File: src/design/fcs_pkg.sv
package fcs_pkg;
  // Clock and timing
  localparam longint CLK_HZ          = 25_000_000;
  localparam longint US_PER_S        = 1_000_000;
  localparam longint NS_PER_S        = 1_000_000_000;
  localparam longint T_WAIT_LONG_US  = 200;
  localparam longint T_WAIT_SHORT_US = 50;
  localparam longint T_READY_MAX_US  = 200;
  localparam longint T_READY_LOW_NS  = 70;
  localparam longint T_DONE_LOW_NS   = 80;
  localparam int CNT_W = 24;
  // Least times round up
  localparam int WAIT_LONG_CYC  = int'((T_WAIT_LONG_US * CLK_HZ + US_PER_S - 1) / US_PER_S);
  localparam int WAIT_SHORT_CYC = int'((T_WAIT_SHORT_US * CLK_HZ + US_PER_S - 1) / US_PER_S);
  // Longest times round down; the ns times never below one cycle
  localparam int READY_MAX_CYC  = int'((T_READY_MAX_US * CLK_HZ) / US_PER_S);
  localparam int READY_LOW_CYC  = (int'((T_READY_LOW_NS * CLK_HZ) / NS_PER_S) < 1) ? 1 :
                                  int'((T_READY_LOW_NS * CLK_HZ) / NS_PER_S);
  localparam int DONE_LOW_CYC   = (int'((T_DONE_LOW_NS * CLK_HZ) / NS_PER_S) < 1) ? 1 :
                                  int'((T_DONE_LOW_NS * CLK_HZ) / NS_PER_S);
  localparam logic [CNT_W-1:0] WAKE_CYC = 24'h000008;

  // Identity (value arbitrary)
  localparam logic [31:0] DEVICE_IDENTIFIER = 32'h5A3C_0001;

  // Image layout: 4 id bytes MSB first, flag byte, body, xor checksum byte
  localparam logic [1:0] ID_LAST_BYTE = 2'h3;
  localparam int         SECURE_BIT   = 0;

  // Host command codes
  localparam logic [2:0] OP_RD_ID     = 3'h0;
  localparam logic [2:0] OP_RD_USER   = 3'h1;
  localparam logic [2:0] OP_RD_STATUS = 3'h2;
  localparam logic [2:0] OP_READBACK  = 3'h3;
  localparam logic [2:0] OP_LOAD      = 3'h4;

  // Status word fields
  localparam int ST_READY    = 0;
  localparam int ST_DONE     = 1;
  localparam int ST_USER     = 2;
  localparam int ST_ID_FAIL  = 3;
  localparam int ST_CHK_FAIL = 4;
  localparam int ST_SECURE   = 5;
  localparam int ST_JTAG     = 6;
  localparam int ST_BUSY     = 7;
  localparam int ST_MODE_LSB = 8;

  typedef enum logic [2:0] {
    FCS_OFF, FCS_INIT, FCS_SAMPLE, FCS_LOAD, FCS_WAKE, FCS_USER, FCS_FAIL
  } fcs_state_e;

  typedef enum logic [2:0] {
    FCS_L_IDLE, FCS_L_ID, FCS_L_FLAGS, FCS_L_BODY
  } fcs_lstate_e;
endpackage

File: src/design/fcs_ld_if.sv
`timescale 1ns/1ps
interface fcs_ld_if;
  logic       start;
  logic       abort;
  logic       busy;
  logic       done;
  logic       id_ok;
  logic       chk_ok;
  logic       secure;
  logic [7:0] chk_val;
  modport seq (output start, output abort,
               input busy, input done, input id_ok, input chk_ok, input secure, input chk_val);
  modport ld  (input start, input abort,
               output busy, output done, output id_ok, output chk_ok, output secure,
               output chk_val);
endinterface

File: src/design/fcs_loader.sv
`timescale 1ns/1ps
module fcs_loader (
  // Clock and reset
  input  wire logic       core_clk,
  input  wire logic       resetn,
  // Sequencer side
  fcs_ld_if.ld            lk,
  // Configuration byte stream
  input  wire logic [7:0] cfg_data,
  input  wire logic       cfg_valid,
  input  wire logic       cfg_last,
  output logic            cfg_ready
);
  import fcs_pkg::*;

  fcs_lstate_e st_q;
  logic [1:0]  idx_q;
  logic        id_match_q;
  logic [7:0]  xor_q;
  logic        take;

  function automatic logic [7:0] id_byte(input logic [1:0] i);
    id_byte = DEVICE_IDENTIFIER[8'(31 - 8 * i) -: 8];
  endfunction

  assign take = cfg_valid && cfg_ready;

  always_ff @(posedge core_clk or negedge resetn) begin
    if (!resetn) begin
      st_q       <= FCS_L_IDLE;
      idx_q      <= 2'h0;
      id_match_q <= 1'b0;
      xor_q      <= 8'h00;
      cfg_ready  <= 1'b0;
      lk.busy    <= 1'b0;
      lk.done    <= 1'b0;
      lk.id_ok   <= 1'b0;
      lk.chk_ok  <= 1'b0;
      lk.secure  <= 1'b0;
      lk.chk_val <= 8'h00;
    end else begin
      lk.done <= 1'b0;
      if (lk.abort) begin
        st_q      <= FCS_L_IDLE;
        cfg_ready <= 1'b0;
        lk.busy   <= 1'b0;
      end else begin
        case (st_q)
          FCS_L_IDLE: begin
            if (lk.start) begin
              st_q       <= FCS_L_ID;
              idx_q      <= 2'h0;
              id_match_q <= 1'b1;
              xor_q      <= 8'h00;
              cfg_ready  <= 1'b1;
              lk.busy    <= 1'b1;
              lk.id_ok   <= 1'b0;
              lk.chk_ok  <= 1'b0;
              lk.secure  <= 1'b0;
            end
          end
          FCS_L_ID: begin
            if (take) begin
              xor_q <= xor_q ^ cfg_data;
              idx_q <= idx_q + 2'h1;
              // Identifier checked before any body byte is accepted
              if (idx_q == ID_LAST_BYTE || cfg_last) begin
                if (id_match_q && cfg_data == id_byte(idx_q) && !cfg_last) begin
                  lk.id_ok <= 1'b1;
                  st_q     <= FCS_L_FLAGS;
                end else begin
                  st_q      <= FCS_L_IDLE;
                  cfg_ready <= 1'b0;
                  lk.busy   <= 1'b0;
                  lk.done   <= 1'b1;
                end
              end else if (cfg_data != id_byte(idx_q)) begin
                id_match_q <= 1'b0;
              end
            end
          end
          FCS_L_FLAGS: begin
            if (take) begin
              xor_q     <= xor_q ^ cfg_data;
              lk.secure <= cfg_data[SECURE_BIT];
              if (cfg_last) begin
                st_q      <= FCS_L_IDLE;
                cfg_ready <= 1'b0;
                lk.busy   <= 1'b0;
                lk.done   <= 1'b1;
              end else begin
                st_q <= FCS_L_BODY;
              end
            end
          end
          FCS_L_BODY: begin
            if (take) begin
              if (cfg_last) begin
                // Data check result
                lk.chk_ok  <= (xor_q == cfg_data);
                lk.chk_val <= xor_q;
                st_q       <= FCS_L_IDLE;
                cfg_ready  <= 1'b0;
                lk.busy    <= 1'b0;
                lk.done    <= 1'b1;
              end else begin
                xor_q <= xor_q ^ cfg_data;
              end
            end
          end
          default: st_q <= FCS_L_IDLE;
        endcase
      end
    end
  end
endmodule

File: src/design/fcs_sequencer.sv
// Operation
// - Stable supplies and restart high: pull READY, DONE low, then initialize.
// - After init raise READY and latch boot mode to pick the source.
// - Load and check data, wake fabric, raise DONE, then user mode.
// - Restart input has an internal pull-up, so floating reads inactive.
// - General-purpose pins stay high impedance until wake-up completes.
// - Port reads identifier, user word, status, and loads configuration memory.
// - Identifier verified first; only a matching device gets configured.
// - Status register records state before and after configuration.
// - Secured image refuses readback and verification.
// - Newer revisions keep running during flash programming; restart applies image.
// - Three-bit boot mode selects the start-up configuration mode.
// - Unbonded boot-mode bits read as zero.
// - READY and DONE carry no meaning during JTAG configuration.
// - Restart falling edge drops READY within 70 ns, DONE within 80 ns; here both drop on the third clock edge after it.
// - READY rises within 200 us of power, or 23 ms on volatile parts; here a few cycles after 200 us with the 200 us wait.
// - Power-up wait is 200 us with boot lsb 0, 50 us with 1.
`timescale 1ns/1ps
module fcs_sequencer #(
  parameter int INIT_LONG_CYC = fcs_pkg::WAIT_LONG_CYC
) (
  // Clock and reset
  input  wire logic        core_clk,
  input  wire logic        resetn,
  // Power and restart pins
  input  wire logic        supply_stable,
  input  wire logic        restart_config_n,
  output logic             restart_pullup_en,
  // Boot mode pins
  input  wire logic [2:0]  boot_mode_pin,
  input  wire logic [2:0]  boot_mode_bonded,
  // Indicators and fabric
  output logic             ready_out,
  output logic             done_out,
  output logic             user_mode,
  output logic             gpio_release,
  // Configuration source
  output logic [2:0]       cfg_mode,
  output logic             cfg_from_jtag,
  input  wire logic [7:0]  cfg_data,
  input  wire logic        cfg_valid,
  input  wire logic        cfg_last,
  output logic             cfg_ready,
  // Host command port
  input  wire logic        jtag_active,
  input  wire logic        flash_prog_active,
  input  wire logic [31:0] user_code,
  input  wire logic        cmd_valid,
  input  wire logic [2:0]  cmd_op,
  output logic             rsp_valid,
  output logic             rsp_refused,
  output logic [31:0]      rsp_data
);
  import fcs_pkg::*;

  fcs_ld_if   lk ();
  fcs_state_e st_q;
  logic [CNT_W-1:0] cnt_q;
  logic [CNT_W-1:0] init_len_q;
  logic [1:0] stable_s;
  logic [1:0] rst_s;
  logic [2:0] mode_s0;
  logic [2:0] mode_s1;
  logic       rst_prev_q;
  logic       restart_fall;
  logic       start_q;
  logic       id_fail_q;
  logic       chk_fail_q;
  logic       load_req;
  logic [31:0] status_w;

  fcs_loader u_loader (
    .core_clk  (core_clk),
    .resetn    (resetn),
    .lk        (lk.ld),
    .cfg_data  (cfg_data),
    .cfg_valid (cfg_valid),
    .cfg_last  (cfg_last),
    .cfg_ready (cfg_ready)
  );

  // Pin synchronisers; first stages feed only second stages
  always_ff @(posedge core_clk or negedge resetn) begin
    if (!resetn) begin
      stable_s <= 2'h0;
      rst_s    <= 2'h3;
      mode_s0  <= 3'h0;
      mode_s1  <= 3'h0;
    end else begin
      stable_s <= {stable_s[0], supply_stable};
      rst_s    <= {rst_s[0], restart_config_n};
      mode_s0  <= boot_mode_pin;
      mode_s1  <= mode_s0;
    end
  end

  always_ff @(posedge core_clk or negedge resetn) begin
    if (!resetn) begin
      rst_prev_q <= 1'b1;
    end else begin
      rst_prev_q <= rst_s[1];
    end
  end

  assign restart_fall = rst_prev_q && !rst_s[1];
  assign load_req     = cmd_valid && jtag_active && cmd_op == OP_LOAD;
  assign lk.start     = start_q;
  // Supply loss must also free the loader, else the next start is ignored
  assign lk.abort     = restart_fall || !stable_s[1];

  // Weak pull to inactive level is on from the first cycle after reset
  always_ff @(posedge core_clk or negedge resetn) begin
    if (!resetn) begin
      restart_pullup_en <= 1'b0;
    end else begin
      restart_pullup_en <= 1'b1;
    end
  end

  // Sequencer
  always_ff @(posedge core_clk or negedge resetn) begin
    if (!resetn) begin
      st_q          <= FCS_OFF;
      cnt_q         <= '0;
      init_len_q    <= '0;
      start_q       <= 1'b0;
      cfg_mode      <= 3'h0;
      cfg_from_jtag <= 1'b0;
    end else begin
      start_q <= 1'b0;
      if (restart_fall || !stable_s[1]) begin
        // Abort anything, including user mode, and restart
        st_q <= FCS_OFF;
      end else if (load_req) begin
        // Configuration memory load requested over the host port
        st_q          <= FCS_LOAD;
        cfg_from_jtag <= 1'b1;
        start_q       <= 1'b1;
      end else begin
        case (st_q)
          FCS_OFF: begin
            // Wait for stable supply and released restart
            if (rst_s[1]) begin
              st_q  <= FCS_INIT;
              cnt_q <= '0;
              // Wait length from boot lsb, unbonded lsb reads zero
              init_len_q <= (mode_s1[0] & boot_mode_bonded[0]) ?
                            CNT_W'(WAIT_SHORT_CYC) : CNT_W'(INIT_LONG_CYC);
            end
          end
          FCS_INIT: begin
            // Bounded wait; with the 200 us wait READY rises a few cycles past the 200 us power-up limit
            if (cnt_q >= init_len_q - CNT_W'(1)) begin
              st_q <= FCS_SAMPLE;
            end else begin
              cnt_q <= cnt_q + CNT_W'(1);
            end
          end
          FCS_SAMPLE: begin
            // Mode latched as READY rises
            cfg_mode      <= mode_s1 & boot_mode_bonded;
            cfg_from_jtag <= 1'b0;
            start_q       <= 1'b1;
            st_q          <= FCS_LOAD;
          end
          FCS_LOAD: begin
            if (lk.done) begin
              cnt_q <= '0;
              // Bad identifier or bad check blocks user mode
              st_q  <= (lk.id_ok && lk.chk_ok) ? FCS_WAKE : FCS_FAIL;
            end
          end
          FCS_WAKE: begin
            if (cnt_q >= WAKE_CYC - CNT_W'(1)) begin
              st_q <= FCS_USER;
            end else begin
              cnt_q <= cnt_q + CNT_W'(1);
            end
          end
          // Flash programming does not disturb user mode
          FCS_USER: st_q <= FCS_USER;
          FCS_FAIL: st_q <= FCS_FAIL;
          default:  st_q <= FCS_OFF;
        endcase
      end
    end
  end

  // Outputs follow state; drop one cycle after a synced restart edge
  always_ff @(posedge core_clk or negedge resetn) begin
    if (!resetn) begin
      ready_out    <= 1'b0;
      done_out     <= 1'b0;
      user_mode    <= 1'b0;
      gpio_release <= 1'b0;
    end else if (restart_fall || !stable_s[1]) begin
      ready_out    <= 1'b0;
      done_out     <= 1'b0;
      user_mode    <= 1'b0;
      gpio_release <= 1'b0;
    end else begin
      // JTAG loads leave the indicators low as a fixed value
      ready_out    <= !cfg_from_jtag && st_q != FCS_OFF && st_q != FCS_INIT;
      // DONE rises with the last wake cycle, user mode one cycle later
      done_out     <= !cfg_from_jtag && (st_q == FCS_USER ||
                      (st_q == FCS_WAKE && cnt_q >= WAKE_CYC - CNT_W'(1)));
      user_mode    <= st_q == FCS_USER;
      gpio_release <= st_q == FCS_USER;
    end
  end

  // Sticky outcome flags, cleared when a new load begins
  always_ff @(posedge core_clk or negedge resetn) begin
    if (!resetn) begin
      id_fail_q  <= 1'b0;
      chk_fail_q <= 1'b0;
    end else if (lk.done) begin
      id_fail_q  <= !lk.id_ok;
      chk_fail_q <= lk.id_ok && !lk.chk_ok;
    end else if (start_q) begin
      id_fail_q  <= 1'b0;
      chk_fail_q <= 1'b0;
    end
  end

  always_comb begin
    status_w                           = 32'h0000_0000;
    status_w[ST_READY]                 = ready_out;
    status_w[ST_DONE]                  = done_out;
    status_w[ST_USER]                  = user_mode;
    status_w[ST_ID_FAIL]               = id_fail_q;
    status_w[ST_CHK_FAIL]              = chk_fail_q;
    status_w[ST_SECURE]                = lk.secure;
    status_w[ST_JTAG]                  = cfg_from_jtag;
    status_w[ST_BUSY]                  = lk.busy;
    status_w[ST_MODE_LSB +: 3]         = cfg_mode;
  end

  // Host answers one cycle after the command; ignored without jtag_active
  always_ff @(posedge core_clk or negedge resetn) begin
    if (!resetn) begin
      rsp_valid   <= 1'b0;
      rsp_refused <= 1'b0;
      rsp_data    <= 32'h0000_0000;
    end else begin
      rsp_valid   <= cmd_valid && jtag_active;
      rsp_refused <= 1'b0;
      rsp_data    <= 32'h0000_0000;
      if (cmd_valid && jtag_active) begin
        case (cmd_op)
          OP_RD_ID:     rsp_data <= DEVICE_IDENTIFIER;
          OP_RD_USER:   rsp_data <= user_code;
          OP_RD_STATUS: rsp_data <= status_w;
          OP_READBACK: begin
            // Secured image never leaves the device
            if (lk.secure || !lk.chk_ok) begin
              rsp_refused <= 1'b1;
            end else begin
              rsp_data <= {24'h00_0000, lk.chk_val};
            end
          end
          OP_LOAD:      rsp_data <= 32'h0000_0000;
          default:      rsp_refused <= 1'b1;
        endcase
      end
    end
  end
endmodule

File: config.mk
export PLATFORM = sky130hd
export DESIGN_NAME = fcs_sequencer
export DESIGN_NICKNAME = d
export VERILOG_FILES = /design/src/design/fcs_pkg.sv /design/src/design/fcs_ld_if.sv /design/src/design/fcs_loader.sv /design/src/design/fcs_sequencer.sv
export SDC_FILE = /design/constraint.sdc
export NUM_CORES = 1
export LEC_CHECK = 0
export ABC_CLOCK_PERIOD_IN_PS = 7300
export BUFFER_PORTS_ARGS = -buffer_cell sky130_fd_sc_hd__buf_2
export CORE_UTILIZATION = 50
export DETAILED_ROUTE_END_ITERATION = 10
export GPL_TIMING_DRIVEN = 0
export PLACE_DENSITY_LB_ADDON = 0.15
export SETUP_SLACK_MARGIN = 0.3
export SYNTH_ARGS = -nofsm -noshare
export SYNTH_HDL_FRONTEND = slang
export SYNTH_SLANG_ARGS = --single-unit
File: constraint.sdc
create_clock -name core_clk -period 7.3 [get_ports core_clk]
set_input_delay 0.365 -clock core_clk [delete_from_list [all_inputs] [get_ports core_clk]]
set_output_delay 0.365 -clock core_clk [all_outputs]
set_load 0.02 [all_outputs]
* Word-level counts from Yosys, hierarchy flattened
Cells that the tools add are included.
** Word-level totals
- Word-level logic and storage cells :: 216
- Bits in registers :: 134
- Output and inout port bits :: 44
** Operators by class
- Mux-type cells :: 77
- Magnitude comparators :: 2
- Add/sub/neg operators :: 4
- Reduce and logical (&&, ||, !) cells :: 51
- Shifts and indexed selects :: 1
- Bitwise gates (word level) :: 5
- Equality and inequality tests :: 46
** Operators with widths (count)
- 32-bit case mux with 4 select lines :: 1
- 24-bit two-way mux :: 4
- 24-bit case mux with 4 select lines :: 1
- 8-bit two-way mux :: 5
- 3-bit two-way mux :: 13
- 39-bit by 9-bit indexed part select with 8-bit output, first input constant :: 1
- 1-bit two-way mux :: 35
- 32-bit two-way mux :: 1
- 24-bit by 1-bit adder with 24-bit output, second input constant :: 1
- 24-bit >= comparator :: 1
- 24-bit by 3-bit >= comparator with 1-bit output, second input constant :: 1
- 8-bit case mux with 3 select lines :: 1
- 6-bit AND reduction :: 4
- 24-bit by 1-bit subtractor with 24-bit output, second input constant :: 1
- 3-bit case mux with 7 select lines :: 1
- 4-bit AND reduction :: 5
- 3-bit by 2-bit == test with 1-bit output, second input constant :: 6
- 8-bit == test :: 2
- 2-bit by 1-bit inequality test with 1-bit output, second input constant :: 8
- 2-bit inequality test, second input constant :: 7
- 7-bit AND reduction :: 2
- 13-bit two-way mux :: 1
- 3-bit == test, second input constant :: 4
- 1-bit logical AND :: 12
- other kinds (30) :: 68

* Logic depth before layout (Yosys ltp)
- Depth after elaboration :: 10
- Gate-level depth with buffers :: 16

* Modules after synthesis
From an unflattened synthesis, not the netlist that was laid out.
** Unflattened totals
- Cells, all modules :: 616
- Area, all modules :: 6023.3 um^2
** Modules (own cells, without submodules)
- fcs_sequencer :: sequential area each 2155.8 um^2, times used 1, area each 4425.5 um^2, cells each 463
- fcs_loader :: sequential area each 650.6 um^2, times used 1, area each 1597.8 um^2, cells each 153

* Worst setup path after synthesis
Ideal clock, no wire load.
- Path kind :: flip-flop to flip-flop
- Start :: register init_len_q[9]
- End :: register cnt_q[3]
- Arrival :: 3.327 ns
- Required time :: 7.174 ns
- Stages on the path, launching flop included :: 14
- Setup slack :: 3.847 ns
- Clock period less this slack :: 3.453 ns
- Cells stage by stage :: dfrtp_1 clkinv_1 ha_1 clkbuf_1 xnor2_1 or3_1 ha_1 a21oi_1 o21ai_1 a221oi_2 o21ai_1 or4b_4 and2_4 a221o_1
** On the way
- Word-level cells in the longest chain between the ends :: 4
** Ends and longest elaborated chain
- start, declared :: RTL line fcs_sequencer.sv:59 : logic [CNT_W-1:0] init_len_q;
- start signal, assigned :: RTL line fcs_sequencer.sv:147 : init_len_q <= (mode_s1[0] & boot_mode_bonded[0]) ?
- 24-bit by 1-bit subtractor with 24-bit output :: RTL line fcs_sequencer.sv:153 : if (cnt_q >= init_len_q - CNT_W'(1)) begin
- 24-bit >= comparator :: RTL line fcs_sequencer.sv:153
- 2-bit inequality test (no source line)
- 7-bit AND reduction (no source line)
- end signal, assigned :: RTL line fcs_sequencer.sv:156 : cnt_q <= cnt_q + CNT_W'(1);
- end signal, assigned :: RTL line fcs_sequencer.sv:177 : cnt_q <= cnt_q + CNT_W'(1);
- end, declared :: RTL line fcs_sequencer.sv:58 : logic [CNT_W-1:0] cnt_q;
No other way between the ends.
A chain may end at the register's enable or synchronous reset.

* Worst setup path after layout
- Start :: register init_len_q[9]
- End :: register cnt_q[19]
The elaborated chain is that of the path after synthesis.

==> run summary <==
The count of filler cells inserted in the layout is 1,006. The worst setup path is launched from a flop. The number of global-route vias before repair is 5,229.

The floorplan has 39 rows. The count of synthesis-stage warnings from yosys is 0. During I/O placement, the number of pins put on the boundary was 102.

In this run the vertical extent of the chip is 111.7 um. The root buffer cell chosen for the clock tree is sky130_fd_sc_hd__clkbuf_16. In the synthesized netlist the dominant register cell turns out to be sky130_fd_sc_hd__dfrtp_1. At the pin with the least slew margin, the transition time is 0.8375 ns. The starting DRC count in detailed routing is 487. The routed length on met1 came out at 6.805 mm. Counting every net in the synthesized netlist gives 754. The width of the die came out at 111.7 um. In the routed layout, each cell is associated on average with a via count of 5.782. Summed over all layers, the global routing overflow is 0.

The number of sinks driven by the clock tree came out at 112. The total routed wirelength came out at 14.86 mm. The proportion of power drawn by the clock network came out at 30.9%. The core region is 11,560 um^2. The wire length per cell is 16.14 um. The synthesis-to-finish area growth came out at 16.92%.

The number of pins with negative max-slew slack in the final report came out at 0. The H-tree generated during clock tree synthesis spans 3 levels. The global-route wire length before repair came out at 25.54 mm. The length of routed met3 wiring is 853 um. The total number of nets in the final design is 865.

The critical setup path kind is reg -> reg. The area of the die is 12,480 um^2. The share of power burned in registers is 44.5%.

Detailed routing inserted a total of 5,325 vias. The repair_antennas step left the layout with diodes totalling 0. The final worst hold slack is 0.06886 ns.

The sequential area share after synthesis came out at 46.63%. The overall fraction of global-route tracks in use came out at 25.71%. The setup TNS came out at 0 ns. The count of cells resized by post-cts repair is 0. The worst slew margin relative to its limit came out at 44.02%. The final-report setup violation count came out at 0. The length of the first detailed-routing pass in iterations is 9.

The maximum clock path buffer count came out at 2. The detailed router used layers up to and including met4. The slowest stage of the critical path is the sky130_fd_sc_hd__dfrtp_1 cell. The post-layout instance count excluding filler cells came out at 921. The combinational share of power is 24.6%.

Timing would allow up to 253.2 MHz. The number of setup buffers added after CTS is 0. Across all setup checks in the final design, the least slack found is 3.351 ns. Counting tap cells, the placed design contains a total of 905 instances. The clock period could shrink to 3.949 ns. The number of failing hold endpoints at the final stage is 0. The number of flops mapped to enable cells by yosys came out at 0.

The flip-flop and latch area is 2806 um^2. The routability congestion estimate from global placement came out at 0.9193. The synthesized netlist contains 63 unique library cells. The fraction of the core area covered by cells at the end of the flow came out at 60.85%.

The quantity of I/O buffers inserted on ports is 99. The number of flip-flops and latches in the synthesized netlist came out at 112. The total chip power is 1.680 mW. The number of buffers inserted during clock tree synthesis came out at 9.

The area of combinational cells with multiple inputs is 2938 um^2. The detailed-routed wire length on met2 is 6.936 mm. The clock skew after layout came out at 0.007813 ns.

The min-delay analysis places its worst path in the category in -> async. Setup repair after global routing left no endpoint under its margin. The critical path data required time came out at 7.59 ns.

The worst slack after detailed placement came out at 3.421 ns. The mapped netlist covers 6018 um^2. The power density over the cells is 238.7 nW/um^2.

The static power due to leakage came out at 3.455 nW. The number of remaining DRC errors is 11. In the finished design, the share of the clock period the worst path needs comes to 54.10%.

For the worst setup path, the data arrival time is 4.24 ns. The highest fanout seen on the critical path is 10. Cells with a size suffix above 1 make up 19.02% of the layout. The largest single stage delay on the critical path is 0.45 ns. The number of instances in the synthesized netlist is 662.

Clock-pin slew was measured on the worst setup and hold paths at 0.08 ns. Internal power comes to 1.099 mW. STA classifies the critical path endpoint as a flop. Of all flip-flops after synthesis, the portion carrying an async set or reset was 100.0%. The final design instance area without fill is 7037 um^2. The initial utilization of the core area, before any placement, comes to 52.04%. The number of antenna violations at the first check in global routing was 0.

The power dissipated by switching net loads is 0.5813 mW. Entering global routing, the biggest net connects 58 pins. Summing all placed instances gives a cell area of 6723 um^2. The final reports fail on design-rule violations. The count of buffer and inverter cells on the critical path is 4. The worst supply voltage drop on vdd came out at 0.0001335 V. Among cell families on the critical path, the largest total delay comes from buffers and inverters. TritonCTS built the clock tree. A synthesized cell averages 9.091 um^2. In this run, post-CTS hold repair placed 0 buffers. The post-detailed-route count of antenna-violating nets is 0.

The max-capacitance violation count is 0. The run finished, with violations left. The insertion delay of the later-clocked pin in the worst-skew pair is 0.36 ns.

The wire-length estimate of the detail-placed layout is 10.97 mm. Net switching is 34.61% of the power. Walking the worst path, the cells encountered are clkinv_1 > ha_1 > clkbuf_1 > xnor2_1 > or3_1 > ha_1 > a21oi_1 > o21ai_1 > a221oi_2 > o21ai_1 > o41ai_1 > buf_2 > buf_2 > nand3_1 > nand3_1.
==> logic make-up (layout without fill, tap and decap cells) <==
kind of cell,after synthesis,in the layout,synth area share (%)
buffers and inverters,69,185,4.553
other,1,1,0.06231
AND/OR/NAND/NOR,292,292,24.28
adder cells (fa/ha/maj),34,34,7.069
multiplexers,11,11,2.017
AO/OA/AOI/OAI,130,130,13.49
flip-flops,112,112,46.63
XOR/XNOR,13,13,1.892
==> layer usage <==
layer / track usage [%] / vias to the layer above
li1: - / 2584
met1: 35.80 / 2521
met2: 40.75 / 200
met3: 3.484 / 20
met4: 10.36 / 0
met5: 0 / -
==> worst register-to-register path: stages (launching register included) <==
cell and delay, ns:
sky130_fd_sc_hd__dfrtp_1 0.45, sky130_fd_sc_hd__clkinv_1 0.27, sky130_fd_sc_hd__ha_1 0.26, sky130_fd_sc_hd__clkbuf_1 0.20, sky130_fd_sc_hd__xnor2_1 0.19, sky130_fd_sc_hd__or3_1 0.38
sky130_fd_sc_hd__ha_1 0.33, sky130_fd_sc_hd__a21oi_1 0.13, sky130_fd_sc_hd__o21ai_1 0.10, sky130_fd_sc_hd__a221oi_2 0.26, sky130_fd_sc_hd__o21ai_1 0.17, sky130_fd_sc_hd__o41ai_1 0.37
sky130_fd_sc_hd__buf_2 0.30, sky130_fd_sc_hd__buf_2 0.26, sky130_fd_sc_hd__nand3_1 0.12, sky130_fd_sc_hd__nand3_1 0.09
==> power groups by stage <==
stage | Sequential, mW | Clock (mW) | Combinational (mW)
final | 0.747 | 0.520 | 0.413
after global routing | 0.756 | 0.554 | 0.470
after CTS | 0.746 | 0.533 | 0.411
after detailed placement | 0.758 | 0 | 0.408
after global placement | 0.756 | 0 | 0.391
after floorplan | 0.751 | 0 | 0.270
==> layout make-up <==
class	count	area share, %
multi-input combinational	481	41.75
sequential	112	39.88
timing repair buffer	100	7.468
clock buffer	9	3.201
tap	143	2.543
inverter	39	2.080
buffer	30	1.814
clock inverter	7	1.262
==> synthesized netlist by cell type (all sizes together) (10+ instances only) <==
cell type,number,area (um^2)
dfrtp,109,2728
clkbuf,24,92.59
nor4,11,68.82
nand4,10,62.56
and2,17,108.9
xnor2,11,96.34
nand2,59,221.5
o21ai,31,155.2
nand3,81,405.4
inv,38,142.6
nor2,58,220.2
ha,34,425.4
nor3,21,105.1
a21oi,50,250.2
==> flip-flops by register name, indices dropped and copies added, names as in the netlist, 2 cells and up <==
name                 count
mode_s1                  3
u_loader.xor_q           8
mode_s0                  3
u_loader.st_q            2
st_q                     3
u_loader.lk.chk_val      8
cnt_q                   24
cfg_mode                 3
init_len_q               3
u_loader.idx_q           2
stable_s                 2
rsp_data                32
rst_s                    2
==> final timing paths <==
| kind | startpoint | slack, ns | cells past startpoint | to |
|---|---|---|---|---|
| min in group core_clk | restart_config_n | 0.10 | 1 | rst_s[0] |
| min reg2reg | stable_s[0] | 0.35 | 0 | stable_s[1] |
| max in group asynchronous | resetn | 6.46 | 2 | rst_prev_q |
| max reg2reg | init_len_q[9] | 3.35 | 15 | cnt_q[19] |
| min | resetn | 0.07 | 1 | rsp_data[19] |
| max | init_len_q[9] | 3.35 | 15 | cnt_q[19] |
==> cell usage in the layout, fill, tap and decap left out, drive strengths merged, types with 3 or more instances in the layout <==
cell type and instances:
a211oi 5, a21oi 50, a222oi 7, a22oi 5, a31oi 4, and2 17
and3 8, buf 106, clkbuf 33, clkinv 5, dfrtp 109, dfstp 3
ha 34, inv 40, mux2 9, nand2 59, nand2b 6, nand3 81
nand4 10, nor2 58, nor3 21, nor4 11, o211ai 3, o21ai 31
o22ai 4, o41ai 3, or2 3, or3 8, xnor2 11
(Power assumes the default switching activity.)
